===== config.mk =====
export PLATFORM = sky130hd
export DESIGN_NAME = sfp_core
export DESIGN_NICKNAME = d
export VERILOG_FILES = /design/src/core/sfp_core.v /design/src/core/sfp_sync.v /design/src/core/sfp_fifo.v
export VERILOG_INCLUDE_DIRS = /design/src /design/src/core
export SDC_FILE = /design/constraint.sdc
export NUM_CORES = 2
export LEC_CHECK = 0
export ABC_AREA = 0
export ABC_CLOCK_PERIOD_IN_PS = 9500
export BUFFER_PORTS_ARGS = -buffer_cell sky130_fd_sc_hd__buf_2
export CAP_MARGIN = 15
export CORE_MARGIN = 2
export CORE_UTILIZATION = 40
export DETAILED_ROUTE_END_ITERATION = 8
export GPL_TIMING_DRIVEN = 0
export PLACE_DENSITY = 0.57
export SLEW_MARGIN = 20
export SYNTH_ARGS = -nofsm -noshare
export SYNTH_HDL_FRONTEND = slang
export SYNTH_SLANG_ARGS = --single-unit

===== constraint.sdc =====
create_clock -name core_clk_i -period 9.5 [get_ports core_clk_i]
set_input_delay 0 -clock core_clk_i [delete_from_list [all_inputs] [get_ports core_clk_i]]
set_output_delay 0 -clock core_clk_i [all_outputs]
set_load 0.01 [all_outputs]

===== src/core/sfp_defines.vh =====
// Constants shared by the serial flash program and secure area controller.
`ifndef SFP_DEFINES_VH
`define SFP_DEFINES_VH

// Command byte values.
`define SFP_OP_WRITE_ENABLE 8'h06
`define SFP_OP_PAGE_PROG 8'h02
`define SFP_OP_QUAD_PROG 8'h38
`define SFP_OP_DEEP_SLEEP 8'hB9
`define SFP_OP_WAKE 8'hAB
`define SFP_OP_SOFT_RESET 8'h99
`define SFP_OP_OTP_ENTER 8'hB1
`define SFP_OP_OTP_EXIT 8'hC1
`define SFP_OP_SECREG_READ 8'h2B
`define SFP_OP_SECREG_WRITE 8'h2F

// Security register bit positions.
`define SFP_SEC_SCHEME 7
`define SFP_SEC_ERASE_FAIL 6
`define SFP_SEC_PROG_FAIL 5
`define SFP_SEC_ERASE_SUSP 3
`define SFP_SEC_PROG_SUSP 2
`define SFP_SEC_OTP_LOCK 1
`define SFP_SEC_FACTORY 0

// Sizes.
`define SFP_PAGE_BYTES 256
`define SFP_ADDR_BYTES 3'h3
`define SFP_FIFO_DEPTH 32
`define SFP_FIFO_WIDTH 33

// Timing.
`define SFP_CLK_PERIOD_NS 25
`define SFP_PROG_TIME_US 1000
`define SFP_SLEEP_DELAY_NS 10000

`endif


===== src/core/sfp_core.v =====
// Command sequencer for page program, deep sleep, secure area and security register.
// Summary of operation
// - Program only clears bits; one to 256 data bytes per command.
// - Program needs the write latch set by a prior write enable.
// - Beyond 256 data bytes only the final 256 are kept.
// - Low address byte is page offset; data wraps to page start.
// - Select must rise on a data byte boundary or program is rejected.
// - Select rise starts timed program; busy set, then latch cleared.
// - Program refused on blocks protected by the active scheme.
// - Opcode uses one line, eight clocks, or four lines in quad mode.
// - Quad program needs latch and quad enable; address and data on four lines.
// - Quad program refused on protected blocks.
// - In deep sleep only wake and software reset are honoured.
// - Deep sleep needs select rise after opcode; entry follows a delay.
// - Software reset or power cycle ends deep sleep; reset gives standby.
// - Secure area mode redirects program to the 4K-bit area.
// - Once locked, secure area updates are refused.
// - Secure exit command returns to main array access.
// - Security register read works except in deep sleep, even while busy, and repeats while clocked.
// - Security register write needs latch and only sets the lock bit.
// - Security register write rejected unless select rises on a boundary.
// - Security register layout: scheme, fails, suspends, lock, factory lock.
// - Program fail set when protection or the secure area lock refuses a program, cleared on success.
`include "sfp_defines.vh"
`default_nettype none
module sfp_core #(
  parameter [19:0] PROG_CYCLES = (`SFP_PROG_TIME_US * 1000) / `SFP_CLK_PERIOD_NS
) (
  input wire core_clk_i,
  input wire resetn_i,
  input wire cs_n_i,
  input wire sclk_i,
  input wire [3:0] sio_i,
  output wire [3:0] sio_o,
  output wire [3:0] sio_oe_o,
  input wire quad_command_mode_i,
  input wire quad_io_enable_i,
  input wire protect_scheme_select_i,
  input wire [3:0] legacy_protect_field_i,
  input wire [255:0] persistent_block_lock_i,
  input wire [255:0] volatile_block_lock_i,
  input wire factory_lock_i,
  input wire erase_fail_i,
  input wire erase_suspended_flag_i,
  input wire program_suspended_flag_i,
  output wire prog_valid_o,
  input wire prog_ready_i,
  output wire prog_otp_o,
  output wire [23:0] prog_addr_o,
  output wire [7:0] prog_data_o,
  output wire write_latch_o,
  output wire write_in_progress_flag_o,
  output wire deep_sleep_o,
  output wire otp_mode_o,
  output wire otp_lock_bit_o,
  output wire program_fail_o
);
  localparam [2:0] ST_OP = 3'h0;
  localparam [2:0] ST_ADDR = 3'h1;
  localparam [2:0] ST_DATA = 3'h2;
  localparam [2:0] ST_OUT = 3'h3;
  localparam [2:0] ST_IGN = 3'h4;
  localparam [2:0] ST_DONE = 3'h5;
  localparam SLEEP_CYC =
    (`SFP_SLEEP_DELAY_NS + `SFP_CLK_PERIOD_NS - 1) / `SFP_CLK_PERIOD_NS;

  // Legacy scheme protects the top 2^(field-1) blocks; nine or more protects all.
  function legacy_hit;
    input [3:0] field;
    input [7:0] blk;
    reg [8:0] span;
    begin
      span = 9'h001 << (field - 4'h1);
      if (field == 4'h0) begin
        legacy_hit = 1'b0;
      end else if (field >= 4'h9) begin
        legacy_hit = 1'b1;
      end else begin
        legacy_hit = ({1'b0, blk} >= (9'h100 - span));
      end
    end
  endfunction

  wire [5:0] pins_s;
  wire cs_s = pins_s[5];
  wire sclk_s = pins_s[4];
  wire [3:0] sio_s = pins_s[3:0];

  sfp_sync #(
    .W(6),
    .INIT(6'h20)
  ) u_sync (
    .core_clk_i(core_clk_i),
    .resetn_i(resetn_i),
    .d_i({cs_n_i, sclk_i, sio_i}),
    .q_o(pins_s)
  );

  reg cs_d_reg;
  reg sclk_d_reg;
  reg [2:0] state_reg;
  reg [7:0] sh_reg;
  reg [3:0] bit_cnt_reg;
  reg [2:0] byte_cnt_reg;
  reg [7:0] op_reg;
  reg [23:0] addr_reg;
  reg [7:0] ptr_reg;
  reg data_seen_reg;
  reg quad_cmd_reg;
  reg [7:0] out_sh_reg;
  reg out_first_reg;
  reg [7:0] page_buf [0:`SFP_PAGE_BYTES-1];
  reg [255:0] mask_reg;
  reg latch_reg;
  reg busy_reg;
  reg draining_reg;
  reg [8:0] drain_idx_reg;
  reg [15:0] page_base_reg;
  reg prog_otp_reg;
  reg [19:0] prog_cnt_reg;
  reg sleeping_reg;
  reg sleep_pend_reg;
  reg [15:0] sleep_cnt_reg;
  reg otp_mode_reg;
  reg otp_lock_reg;
  reg pfail_reg;

  wire sclk_rise = sclk_s & ~sclk_d_reg;
  wire sclk_fall = ~sclk_s & sclk_d_reg;
  wire cs_fall = ~cs_s & cs_d_reg;
  wire cs_rise = cs_s & ~cs_d_reg;
  // Opcode width
  // one or four lines
  wire op_wide = quad_command_mode_i;
  wire pay_wide = quad_command_mode_i | quad_cmd_reg;
  wire wide = (state_reg == ST_OP) ? op_wide : pay_wide;
  wire [7:0] sh_next = wide ? {sh_reg[3:0], sio_s} : {sh_reg[6:0], sio_s[0]};
  wire [3:0] cnt_next = bit_cnt_reg + (wide ? 4'h4 : 4'h1);
  wire byte_end = (cnt_next == 4'h8);
  wire sleep_any = sleeping_reg | sleep_pend_reg;
  wire boundary = (bit_cnt_reg == 4'h0);
  wire op_only = boundary && (byte_cnt_reg == 3'h1) && (state_reg == ST_DONE);
  wire [7:0] blk = addr_reg[23:16];
  wire blk_prot = protect_scheme_select_i ?
    (persistent_block_lock_i[blk] | volatile_block_lock_i[blk]) :
    legacy_hit(legacy_protect_field_i, blk);
  wire otp_locked = otp_lock_reg | factory_lock_i;
  wire [7:0] secreg = {protect_scheme_select_i, erase_fail_i, pfail_reg, 1'b0,
    erase_suspended_flag_i, program_suspended_flag_i, otp_lock_reg, factory_lock_i};
  wire [7:0] didx = drain_idx_reg[7:0];
  wire fifo_in_ready;
  wire fifo_in_valid = draining_reg & mask_reg[didx];
  wire drain_step = draining_reg & (~mask_reg[didx] | fifo_in_ready);

  assign sio_oe_o = (state_reg == ST_OUT && !cs_s) ?
    (quad_command_mode_i ? 4'hF : 4'h2) : 4'h0;
  assign sio_o = quad_command_mode_i ? out_sh_reg[7:4] : {2'h0, out_sh_reg[7], 1'b0};
  assign write_latch_o = latch_reg;
  assign write_in_progress_flag_o = busy_reg;
  assign deep_sleep_o = sleeping_reg;
  assign otp_mode_o = otp_mode_reg;
  assign otp_lock_bit_o = otp_lock_reg;
  assign program_fail_o = pfail_reg;

  // Page buffer write
  // offset wraps in page
  always @(posedge core_clk_i) begin
    if (!cs_s && sclk_rise && state_reg == ST_DATA && byte_end) begin
      page_buf[ptr_reg] <= sh_next;
    end
  end

  sfp_fifo #(
    .W(`SFP_FIFO_WIDTH),
    .DEPTH(`SFP_FIFO_DEPTH),
    .AW(5)
  ) u_fifo (
    .core_clk_i(core_clk_i),
    .resetn_i(resetn_i),
    .in_valid_i(fifo_in_valid),
    .in_ready_o(fifo_in_ready),
    .in_data_i({prog_otp_reg, page_base_reg, didx, page_buf[didx]}),
    .out_valid_o(prog_valid_o),
    .out_ready_i(prog_ready_i),
    .out_data_o({prog_otp_o, prog_addr_o, prog_data_o})
  );

  always @(posedge core_clk_i or negedge resetn_i) begin
    if (!resetn_i) begin
      cs_d_reg <= 1'b1;
      sclk_d_reg <= 1'b0;
      state_reg <= ST_IGN;
      sh_reg <= 8'h00;
      bit_cnt_reg <= 4'h0;
      byte_cnt_reg <= 3'h0;
      op_reg <= 8'h00;
      addr_reg <= 24'h000000;
      ptr_reg <= 8'h00;
      data_seen_reg <= 1'b0;
      quad_cmd_reg <= 1'b0;
      out_sh_reg <= 8'h00;
      out_first_reg <= 1'b0;
      mask_reg <= {256{1'b0}};
      latch_reg <= 1'b0;
      busy_reg <= 1'b0;
      draining_reg <= 1'b0;
      drain_idx_reg <= 9'h000;
      page_base_reg <= 16'h0000;
      prog_otp_reg <= 1'b0;
      prog_cnt_reg <= 20'h00000;
      sleeping_reg <= 1'b0;
      sleep_pend_reg <= 1'b0;
      sleep_cnt_reg <= 16'h0000;
      otp_mode_reg <= 1'b0;
      otp_lock_reg <= 1'b0;
      pfail_reg <= 1'b0;
    end else begin
      cs_d_reg <= cs_s;
      sclk_d_reg <= sclk_s;
      if (cs_fall) begin
        state_reg <= ST_OP;
        bit_cnt_reg <= 4'h0;
        byte_cnt_reg <= 3'h0;
        data_seen_reg <= 1'b0;
        quad_cmd_reg <= 1'b0;
      end else if (!cs_s && sclk_rise) begin
        sh_reg <= sh_next;
        bit_cnt_reg <= byte_end ? 4'h0 : cnt_next;
        if (byte_end && byte_cnt_reg != 3'h7) begin
          byte_cnt_reg <= byte_cnt_reg + 3'h1;
        end
        case (state_reg)
          ST_OP: begin
            if (byte_end) begin
              op_reg <= sh_next;
              if (sleep_any) begin
                state_reg <= (sh_next == `SFP_OP_WAKE ||
                  sh_next == `SFP_OP_SOFT_RESET) ? ST_DONE : ST_IGN;
              end else if (sh_next == `SFP_OP_SECREG_READ) begin
                state_reg <= ST_OUT;
                out_sh_reg <= secreg;
                out_first_reg <= 1'b1;
              end else if (busy_reg) begin
                state_reg <= ST_IGN;
              end else if (sh_next == `SFP_OP_PAGE_PROG ||
                  (sh_next == `SFP_OP_QUAD_PROG && !quad_command_mode_i)) begin
                state_reg <= ST_ADDR;
                quad_cmd_reg <= (sh_next == `SFP_OP_QUAD_PROG);
                mask_reg <= {256{1'b0}};
              end else if (sh_next == `SFP_OP_WRITE_ENABLE ||
                  sh_next == `SFP_OP_DEEP_SLEEP || sh_next == `SFP_OP_WAKE ||
                  sh_next == `SFP_OP_SOFT_RESET || sh_next == `SFP_OP_OTP_ENTER ||
                  sh_next == `SFP_OP_OTP_EXIT || sh_next == `SFP_OP_SECREG_WRITE) begin
                state_reg <= ST_DONE;
              end else begin
                state_reg <= ST_IGN;
              end
            end
          end
          ST_ADDR: begin
            if (byte_end) begin
              addr_reg <= {addr_reg[15:0], sh_next};
              if (byte_cnt_reg == `SFP_ADDR_BYTES) begin
                state_reg <= ST_DATA;
                ptr_reg <= sh_next;
              end
            end
          end
          ST_DATA: begin
            if (byte_end) begin
              mask_reg[ptr_reg] <= 1'b1;
              ptr_reg <= ptr_reg + 8'h01;
              data_seen_reg <= 1'b1;
            end
          end
          default: begin
          end
        endcase
      end else if (!cs_s && sclk_fall && state_reg == ST_OUT) begin
        out_first_reg <= 1'b0;
        if (!out_first_reg) begin
          out_sh_reg <= quad_command_mode_i ? {out_sh_reg[3:0], out_sh_reg[7:4]} :
            {out_sh_reg[6:0], out_sh_reg[7]};
        end
      end else if (cs_rise) begin
        state_reg <= ST_IGN;
        if (state_reg == ST_DONE && boundary) begin
          if (op_reg == `SFP_OP_WAKE || op_reg == `SFP_OP_SOFT_RESET) begin
            sleeping_reg <= 1'b0;
            sleep_pend_reg <= 1'b0;
            if (op_reg == `SFP_OP_SOFT_RESET && !busy_reg) begin
              latch_reg <= 1'b0;
              otp_mode_reg <= 1'b0;
            end
          end else if (op_only) begin
            if (op_reg == `SFP_OP_WRITE_ENABLE) begin
              latch_reg <= 1'b1;
            end else if (op_reg == `SFP_OP_DEEP_SLEEP) begin
              sleep_pend_reg <= 1'b1;
              sleep_cnt_reg <= SLEEP_CYC[15:0];
            end else if (op_reg == `SFP_OP_OTP_ENTER) begin
              otp_mode_reg <= 1'b1;
            end else if (op_reg == `SFP_OP_OTP_EXIT) begin
              otp_mode_reg <= 1'b0;
            end else if (op_reg == `SFP_OP_SECREG_WRITE && latch_reg) begin
              otp_lock_reg <= 1'b1;
              latch_reg <= 1'b0;
            end
          end
        end else if (state_reg == ST_DATA && data_seen_reg && boundary) begin
          if (latch_reg && (!quad_cmd_reg || quad_io_enable_i)) begin
            if (otp_mode_reg ? otp_locked : blk_prot) begin
              pfail_reg <= 1'b1;
              latch_reg <= 1'b0;
            end else begin
              busy_reg <= 1'b1;
              draining_reg <= 1'b1;
              drain_idx_reg <= 9'h000;
              prog_cnt_reg <= PROG_CYCLES;
              prog_otp_reg <= otp_mode_reg;
              page_base_reg <= otp_mode_reg ? {15'h0000, addr_reg[8]} :
                addr_reg[23:8];
            end
          end
        end
      end
      if (sleep_pend_reg && !(cs_rise && state_reg == ST_DONE)) begin
        if (sleep_cnt_reg == 16'h0000) begin
          sleep_pend_reg <= 1'b0;
          sleeping_reg <= 1'b1;
        end else begin
          sleep_cnt_reg <= sleep_cnt_reg - 16'h0001;
        end
      end
      if (drain_step) begin
        drain_idx_reg <= drain_idx_reg + 9'h001;
        if (drain_idx_reg == 9'h0FF) begin
          draining_reg <= 1'b0;
        end
      end
      if (busy_reg) begin
        if (prog_cnt_reg != 20'h00000) begin
          prog_cnt_reg <= prog_cnt_reg - 20'h00001;
        end else if (!draining_reg && !prog_valid_o) begin
          busy_reg <= 1'b0;
          latch_reg <= 1'b0;
          pfail_reg <= 1'b0;
        end
      end
    end
  end
endmodule // sfp_core
`default_nettype wire


===== src/core/sfp_sync.v =====
// Two flip-flop synchroniser for pin inputs.
`default_nettype none
module sfp_sync #(
  parameter W = 6,
  parameter [W-1:0] INIT = {W{1'b1}}
) (
  input wire core_clk_i,
  input wire resetn_i,
  input wire [W-1:0] d_i,
  output reg [W-1:0] q_o
);
  reg [W-1:0] meta_reg;

  always @(posedge core_clk_i or negedge resetn_i) begin
    if (!resetn_i) begin
      meta_reg <= INIT;
      q_o <= INIT;
    end else begin
      meta_reg <= d_i;
      q_o <= meta_reg;
    end
  end
endmodule // sfp_sync
`default_nettype wire


===== src/core/sfp_fifo.v =====
// Synchronous FIFO with valid and ready on both sides.
`default_nettype none
module sfp_fifo #(
  parameter W = 33,
  parameter DEPTH = 32,
  parameter AW = 5
) (
  input wire core_clk_i,
  input wire resetn_i,
  input wire in_valid_i,
  output wire in_ready_o,
  input wire [W-1:0] in_data_i,
  output wire out_valid_o,
  input wire out_ready_i,
  output wire [W-1:0] out_data_o
);
  reg [W-1:0] mem [0:DEPTH-1];
  reg [AW-1:0] wr_ptr_reg;
  reg [AW-1:0] rd_ptr_reg;
  reg [AW:0] count_reg;
  wire push;
  wire pop;

  assign in_ready_o = (count_reg != DEPTH[AW:0]);
  assign out_valid_o = (count_reg != {(AW+1){1'b0}});
  assign out_data_o = mem[rd_ptr_reg];
  assign push = in_valid_i & in_ready_o;
  assign pop = out_valid_o & out_ready_i;

  always @(posedge core_clk_i) begin
    if (push) begin
      mem[wr_ptr_reg] <= in_data_i;
    end
  end

  always @(posedge core_clk_i or negedge resetn_i) begin
    if (!resetn_i) begin
      wr_ptr_reg <= {AW{1'b0}};
      rd_ptr_reg <= {AW{1'b0}};
      count_reg <= {(AW+1){1'b0}};
    end else begin
      if (push) begin
        wr_ptr_reg <= wr_ptr_reg + 1'b1;
      end
      if (pop) begin
        rd_ptr_reg <= rd_ptr_reg + 1'b1;
      end
      if (push && !pop) begin
        count_reg <= count_reg + 1'b1;
      end else if (pop && !push) begin
        count_reg <= count_reg - 1'b1;
      end
    end
  end
endmodule // sfp_fifo
`default_nettype wire


# Word-level counts from Yosys, hierarchy flattened
# Memory sizes are Yosys's and may differ from the RTL's.
# Cells that the tools add are included.
[totals]
input_bits = 532
mem_bits_rw = 3104
mem_count = 2
out_inout_bits = 48
regBits = 424
wordCells = 405
[mem_list]
columns = ["memory", "words", "width", "read_ports", "rd_clocked_by_memory_dff", "wr", "line_no", "text"]
rows = [
  ["page_buf", 256, 8, 1, 0, 1, "sfp_core.v:112", "reg [7:0] page_buf [0:`SFP_PAGE_BYTES-1];"],
  ["u_fifo.mem", 32, 33, 1, 0, 1, "sfp_fifo.v:17", "reg [W-1:0] mem [0:DEPTH-1];"],
]
[op_classes]
n_shift = 1
order_cmp = 6
addsub = 12
bitwise_logic = 29
mux = 189
reduce_logical = 78
n_eq_ne = 56
[op_table]
columns = ["operator", "n"]
rows = [
  ["256-bit 2-to-1 mux", 6],
  ["256-bit case mux with 2 select lines", 1],
  ["256-bit OR", 1],
  ["20-bit 2-to-1 mux", 10],
  ["16-bit 2-to-1 mux", 12],
  ["1-bit 2-to-1 mux", 110],
  ["8-bit 2-to-1 mux", 12],
  ["9-bit 2-to-1 mux", 9],
  ["8-bit equality test (second input constant)", 10],
  ["3-bit 2-to-1 mux", 15],
  ["2-bit inequality test (second input constant)", 18],
  ["8-bit by 6-bit equality test with 1-bit output (second input constant)", 4],
  ["2-bit nonzero test", 14],
  ["8-bit by 9-bit < comparator with 1-bit output (second input constant)", 3],
  ["1-bit binary-select mux with 8-bit select", 3],
  ["4-bit 2-to-1 mux", 6],
  ["1-bit logical AND", 22],
  ["20-bit nonzero test", 1],
  ["20-bit by 1-bit subtractor with 20-bit output (second input constant)", 1],
  ["6-bit AND reduction", 3],
  ["8-bit by 3-bit equality test with 1-bit output (second input constant)", 2],
  ["16-bit logical NOT", 1],
  ["8-bit case mux with 2 select lines", 1],
  ["8-bit AND reduction", 2],
  ["44 further kinds", 104],
]

# Longest topological paths before layout
[depth]
depth_word = 19
ltp_mapped = 21
ltp_nobuf = 17

# Cells and area by module
# Synthesis repeated with hierarchy kept, for this count alone.
[unflattened]
hier_cells = 7543
hier_area_um2 = 141967.4
[modules_own_cells]
columns = ["module", "instances", "area_each_um2", "seq_area_each_um2", "cells_per_inst"]
rows = [
  ["sfp_core", 1, 100767.9, 71411.0, 5669],
  ["sfp_fifo", 1, 40896.7, 32110.8, 1862],
  ["sfp_sync", 1, 302.8, 302.8, 12],
]

# Least setup slack after synthesis
# No wires, ideal clock.
[synth_path]
path_type = "flip-flop to flip-flop"
start = "register drain_idx_reg[0]"
end = "memory u_fifo.mem[12][0], enable pin"
synth_period_minus_slack_ps = 5694
setup_ps = 464
slack_ps = 3806
t_required_ps = 9036
n_path_buf = 6
path_stages_with_launch = 14
arrival_time_ps = 5230
cell_sequence = "dfrtp_1 > buf_2 > buf_6 > buf_6 > clkbuf_1 > buf_2 > a311oi_1 > nand3_1 > and4_1 > a32oi_1 > nor2b_1 > clkbuf_1 > nand2_1 > nor3_1"
[synth_between]
elab_chain_len = 6
[synth_lines]
columns = ["element", "line_no", "text"]
rows = [
  ["from (decl)", "sfp_core.v:117", "reg [8:0] drain_idx_reg;"],
  ["from (signal assigned)", "sfp_core.v:336", "drain_idx_reg <= drain_idx_reg + 9'h001;"],
  ["1-bit binary-select mux with 8-bit select", "sfp_core.v:152", "wire fifo_in_valid = draining_reg & mask_reg[didx];"],
  ["1-bit 2-to-1 mux (not written as such)", "sfp_core.v:152", ""],
  ["1-bit bitwise AND", "sfp_core.v:152", ""],
  ["1-bit bitwise AND", "sfp_fifo.v:27", "assign push = in_valid_i & in_ready_o;"],
  ["named net u_fifo.push", "sfp_fifo.v:21", "wire push;"],
  ["1-bit 2-to-1 mux", "sfp_fifo.v:31", "if (push) begin"],
  ["1-bit 2-to-1 mux (not written as such)", "sfp_fifo.v:32", "mem[wr_ptr_reg] <= in_data_i;"],
  ["to (decl)", "sfp_fifo.v:17", ""],
]
# The timed path passes the listed nets, and every way through them passes these cells. The select of a mux whose other input is x is not followed.

# Final worst setup path
[layout_path]
start = "register drain_idx_reg[0]"
end = "memory u_fifo.mem[21][29], enable pin"
# The elaborated chain is that of the path after synthesis.

==> metrics <==
first-pass GRT wire length=636 mm; clk sinks=3528; CTS tree=yes; failing checks=DRC; IO buf count=577; Comb pwr share=3.1%; clk_lat worst skew=1.00 ns; post-cts gate resize count=0; P&R area growth vs syn=16.6%; sequential area share after synthesis=72.7%; Final Max Tran Viols=0; vias per inst=5.88; Final Hold Violating Endpoints=0; IO Pins=580; Finished Cell Area=0.166 mm²; Post-CTS Setup Bufs=0; initial antenna violation count=113; RSZ-0062 raised after global routing=no; setup ws final=2.76 ns; Max-Cap Viols=0; Pleak=51.4 nW; Placement Cell Area=0.154 mm²; Post-synth EDFFs=3104; Die W=602 µm; CTS Buf Count=369; Tmin final=6.74 ns; Final nets=8954; syn avg cell area=19.6 µm²; Sw Share=21.1%; Slew Limit Headroom=21.3%; Distinct cells, synth=87; top-area cell type share of the netlist area=65.3%; PnR Total Power=32.3 mW; routed wire length per instance=34.2 µm; clock skew=0.108 ns; Post-route DRC=220; total number of vias=79200; Clock Power Share=43.6%; cell taking the most area after synthesis=edfxtp_1; Synth Register Bits=3528; Arr. time, crit path=7.34 ns; Placement Setup Slack=2.22 ns; P_sw=6.80 mW; status=finished, violations left; worst hold margin=0.159 ns; first-pass iteration count of the detailed router=8; Seq pwr share=53.3%; Crit. End Element=register; post-layout util=46.8%; DRT antenna net count=0; ys flop type=edfxtp_1; GRT Total Usage=25.2%; layout cells sized above 1=30.3%; Rows=219; Clock Path Buffers=4; CTS clock-pin slew for the worst setup and hold paths=0.06 ns; placed insts=12700; fin crit share=70.9%; Syn Nets=7864; Die Area=0.362 mm²; highest clock rate=148 MHz; final setup vio count=0; VDD IR max=0.000175 V; global route overflow=0; DR iter-0 viols=9216; Mapped Cells=7293; core area=0.356 mm²; Initial Util=40.2%; Syn. warnings=0; Int Power=25.5 mW; DRT Wirelength=461 mm; Non-Filler Instances=13500; chip height=602 µm; post-synthesis async set-or-reset flop share=12.0%; Data required, critical path=10.10 ns; Root Driver=clkbuf_16; Hold Path Class=in2async; WS Path Type=reg2reg; P per Cell Area=194 mW/mm²; TNS Setup=0 ns; DP HPWL=330 mm; number of global-route vias before repair=79700; Final GP Congestion=1.03; largest net degree at the start of global routing=133; Syn Std Cell Area=0.143 mm²; top post-synthesis cells by area=edfxtp_1 (65%), mux4_2 (17%), dfrtp_1 (7.4%); Largest register FFs=2048; slew of the pin with the lowest slew margin=1.18 ns; Startpoint Class=register; H-Tree Depth=5; Max FO, Critical Path=34
## cell type report
cell class | count | area [µm²]
flip-flops and latches | 3528 | 104000
plain buffers | 490 | 2270
well taps | 4751 | 5940
multi-input cells | 3229 | 36900
repair buffers | 719 | 5490
fillers | 30100 | 189000
clock buffers | 478 | 9890
inverters | 46 | 225
diodes | 55 | 138
clock inverters | 182 | 1760
## synthesized netlist by cell type, types with 10 or more instances
cell and count:
a211o_1 12, a211oi_1 39, a21oi_1 109, a22oi_1 11
and2_1 16, and3_1 10, buf_1 60, buf_2 98
buf_6 28, clkbuf_1 300, dfrtp_1 420, edfxtp_1 3104
ha_1 38, inv_1 44, mux2_1 10, mux2_2 67
mux2i_1 36, mux4_2 1077, nand2_1 391, nand2b_1 14
nand3_1 47, nand4_1 18, nor2_1 511, nor2b_1 33
nor3_1 134, nor3b_1 16, nor4_1 22, o211ai_1 20
o21ai_0 97, o22ai_1 17, o311ai_0 20, o31ai_1 255
or3_1 31, or4_1 13, xnor2_1 22
## repair_timing
action,in CTS,in global routing
endpoints found under the hold margin,337,0
setup endpoints to repair,0,0
hold buffers,28,0
## worst max-delay path, stage by stage (launching register included)
cell      delay [ns]
dfrtp_2         0.81
buf_2           0.30
buf_6           0.21
buf_6           0.26
clkbuf_1        0.67
buf_2           0.75
a311oi_1        0.34
nand3_1         0.18
and4_1          0.21
a32oi_1         0.24
nor2b_1         0.22
clkbuf_1        0.42
nand2_1         0.58
nor2_4          0.80
buf_12          0.27
## final timing paths
path,from,endpoint,slack [ns],cells past startpoint
setup reg to reg,drain_idx_reg[0]$_DFFE_PN0P_,u_fifo.mem[21][29]$_DFFE_PP_,2.76,14
max in group asynchronous,resetn_i,page_base_reg[8]$_DFFE_PN0P_,8.38,5
hold reg to reg,u_sync.meta_reg[1]$_DFF_PN0_,u_sync.q_o[1]$_DFF_PN0_,0.35,0
hold / removal,resetn_i,mask_reg[180]$_DFFE_PN0P_,0.16,4
setup / recovery,drain_idx_reg[0]$_DFFE_PN0P_,u_fifo.mem[21][29]$_DFFE_PP_,2.76,14
min in group core_clk_i,legacy_protect_field_i[0],program_fail_o$_DFF_PN0_,0.19,9
## logic make-up after synthesis
| kind of cell | Yosys count | synth area share (%) |
|---|---|---|
| and+or+nand+nor | 1292 | 3.99 |
| DFF | 3528 | 72.7 |
| AOI/OAI and AO/OA | 677 | 3.29 |
| adders and majority gates | 39 | 0.347 |
| buffers and inverters | 536 | 1.65 |
| xor gates and xnor gates | 31 | 0.190 |
| muxes | 1190 | 17.8 |
## per-layer routing
layer,part of all wire (%),wire [µm],global-route usage [%],vias up
li1,-,-,-,32200
met1,41,189000,34.5,42600
met2,48,222000,41.0,3572
met3,7.3,33600,4.22,760
met4,3.7,17000,8.61,22
met5,0.032,147,0,-
## placed cells by master, fill, tap and decap left out, types with 27 or more instances in the layout
master and count:
buf_2 688, or3_1 31, a211oi_1 39, o31ai_1 255, nor2b_1 33, inv_1 37, mux2_2 67, mux2i_1 34
nor2_4 29, edfxtp_1 3104, clkinv_2 53, buf_12 45, clkinv_1 74, clkbuf_16 373, buf_6 32, o21ai_0 97
mux4_2 1077, buf_16 43, dfrtp_1 402, clkbuf_2 54, dlygate4sd3_1 27, a21oi_1 109, nor2_1 479, buf_1 37
bufinv_16 27, nor3_1 130, ha_1 38, nand2_1 391, diode_2 55, nand3_1 46, clkbuf_1 344
## power groups by stage
stage | combinational [mW] | clock (mW) | sequential (mW)
after detailed placement | 0.980 | 0 | 17.5
after floorplan | 0.330 | 0 | 17.6
after CTS | 0.992 | 14.3 | 17.2
final | 0.992 | 14.1 | 17.2
after global placement | 0.815 | 0 | 17.8
after global routing | 1.06 | 14.9 | 17.2
No activity file was read; power rests on OpenSTA's default activity.
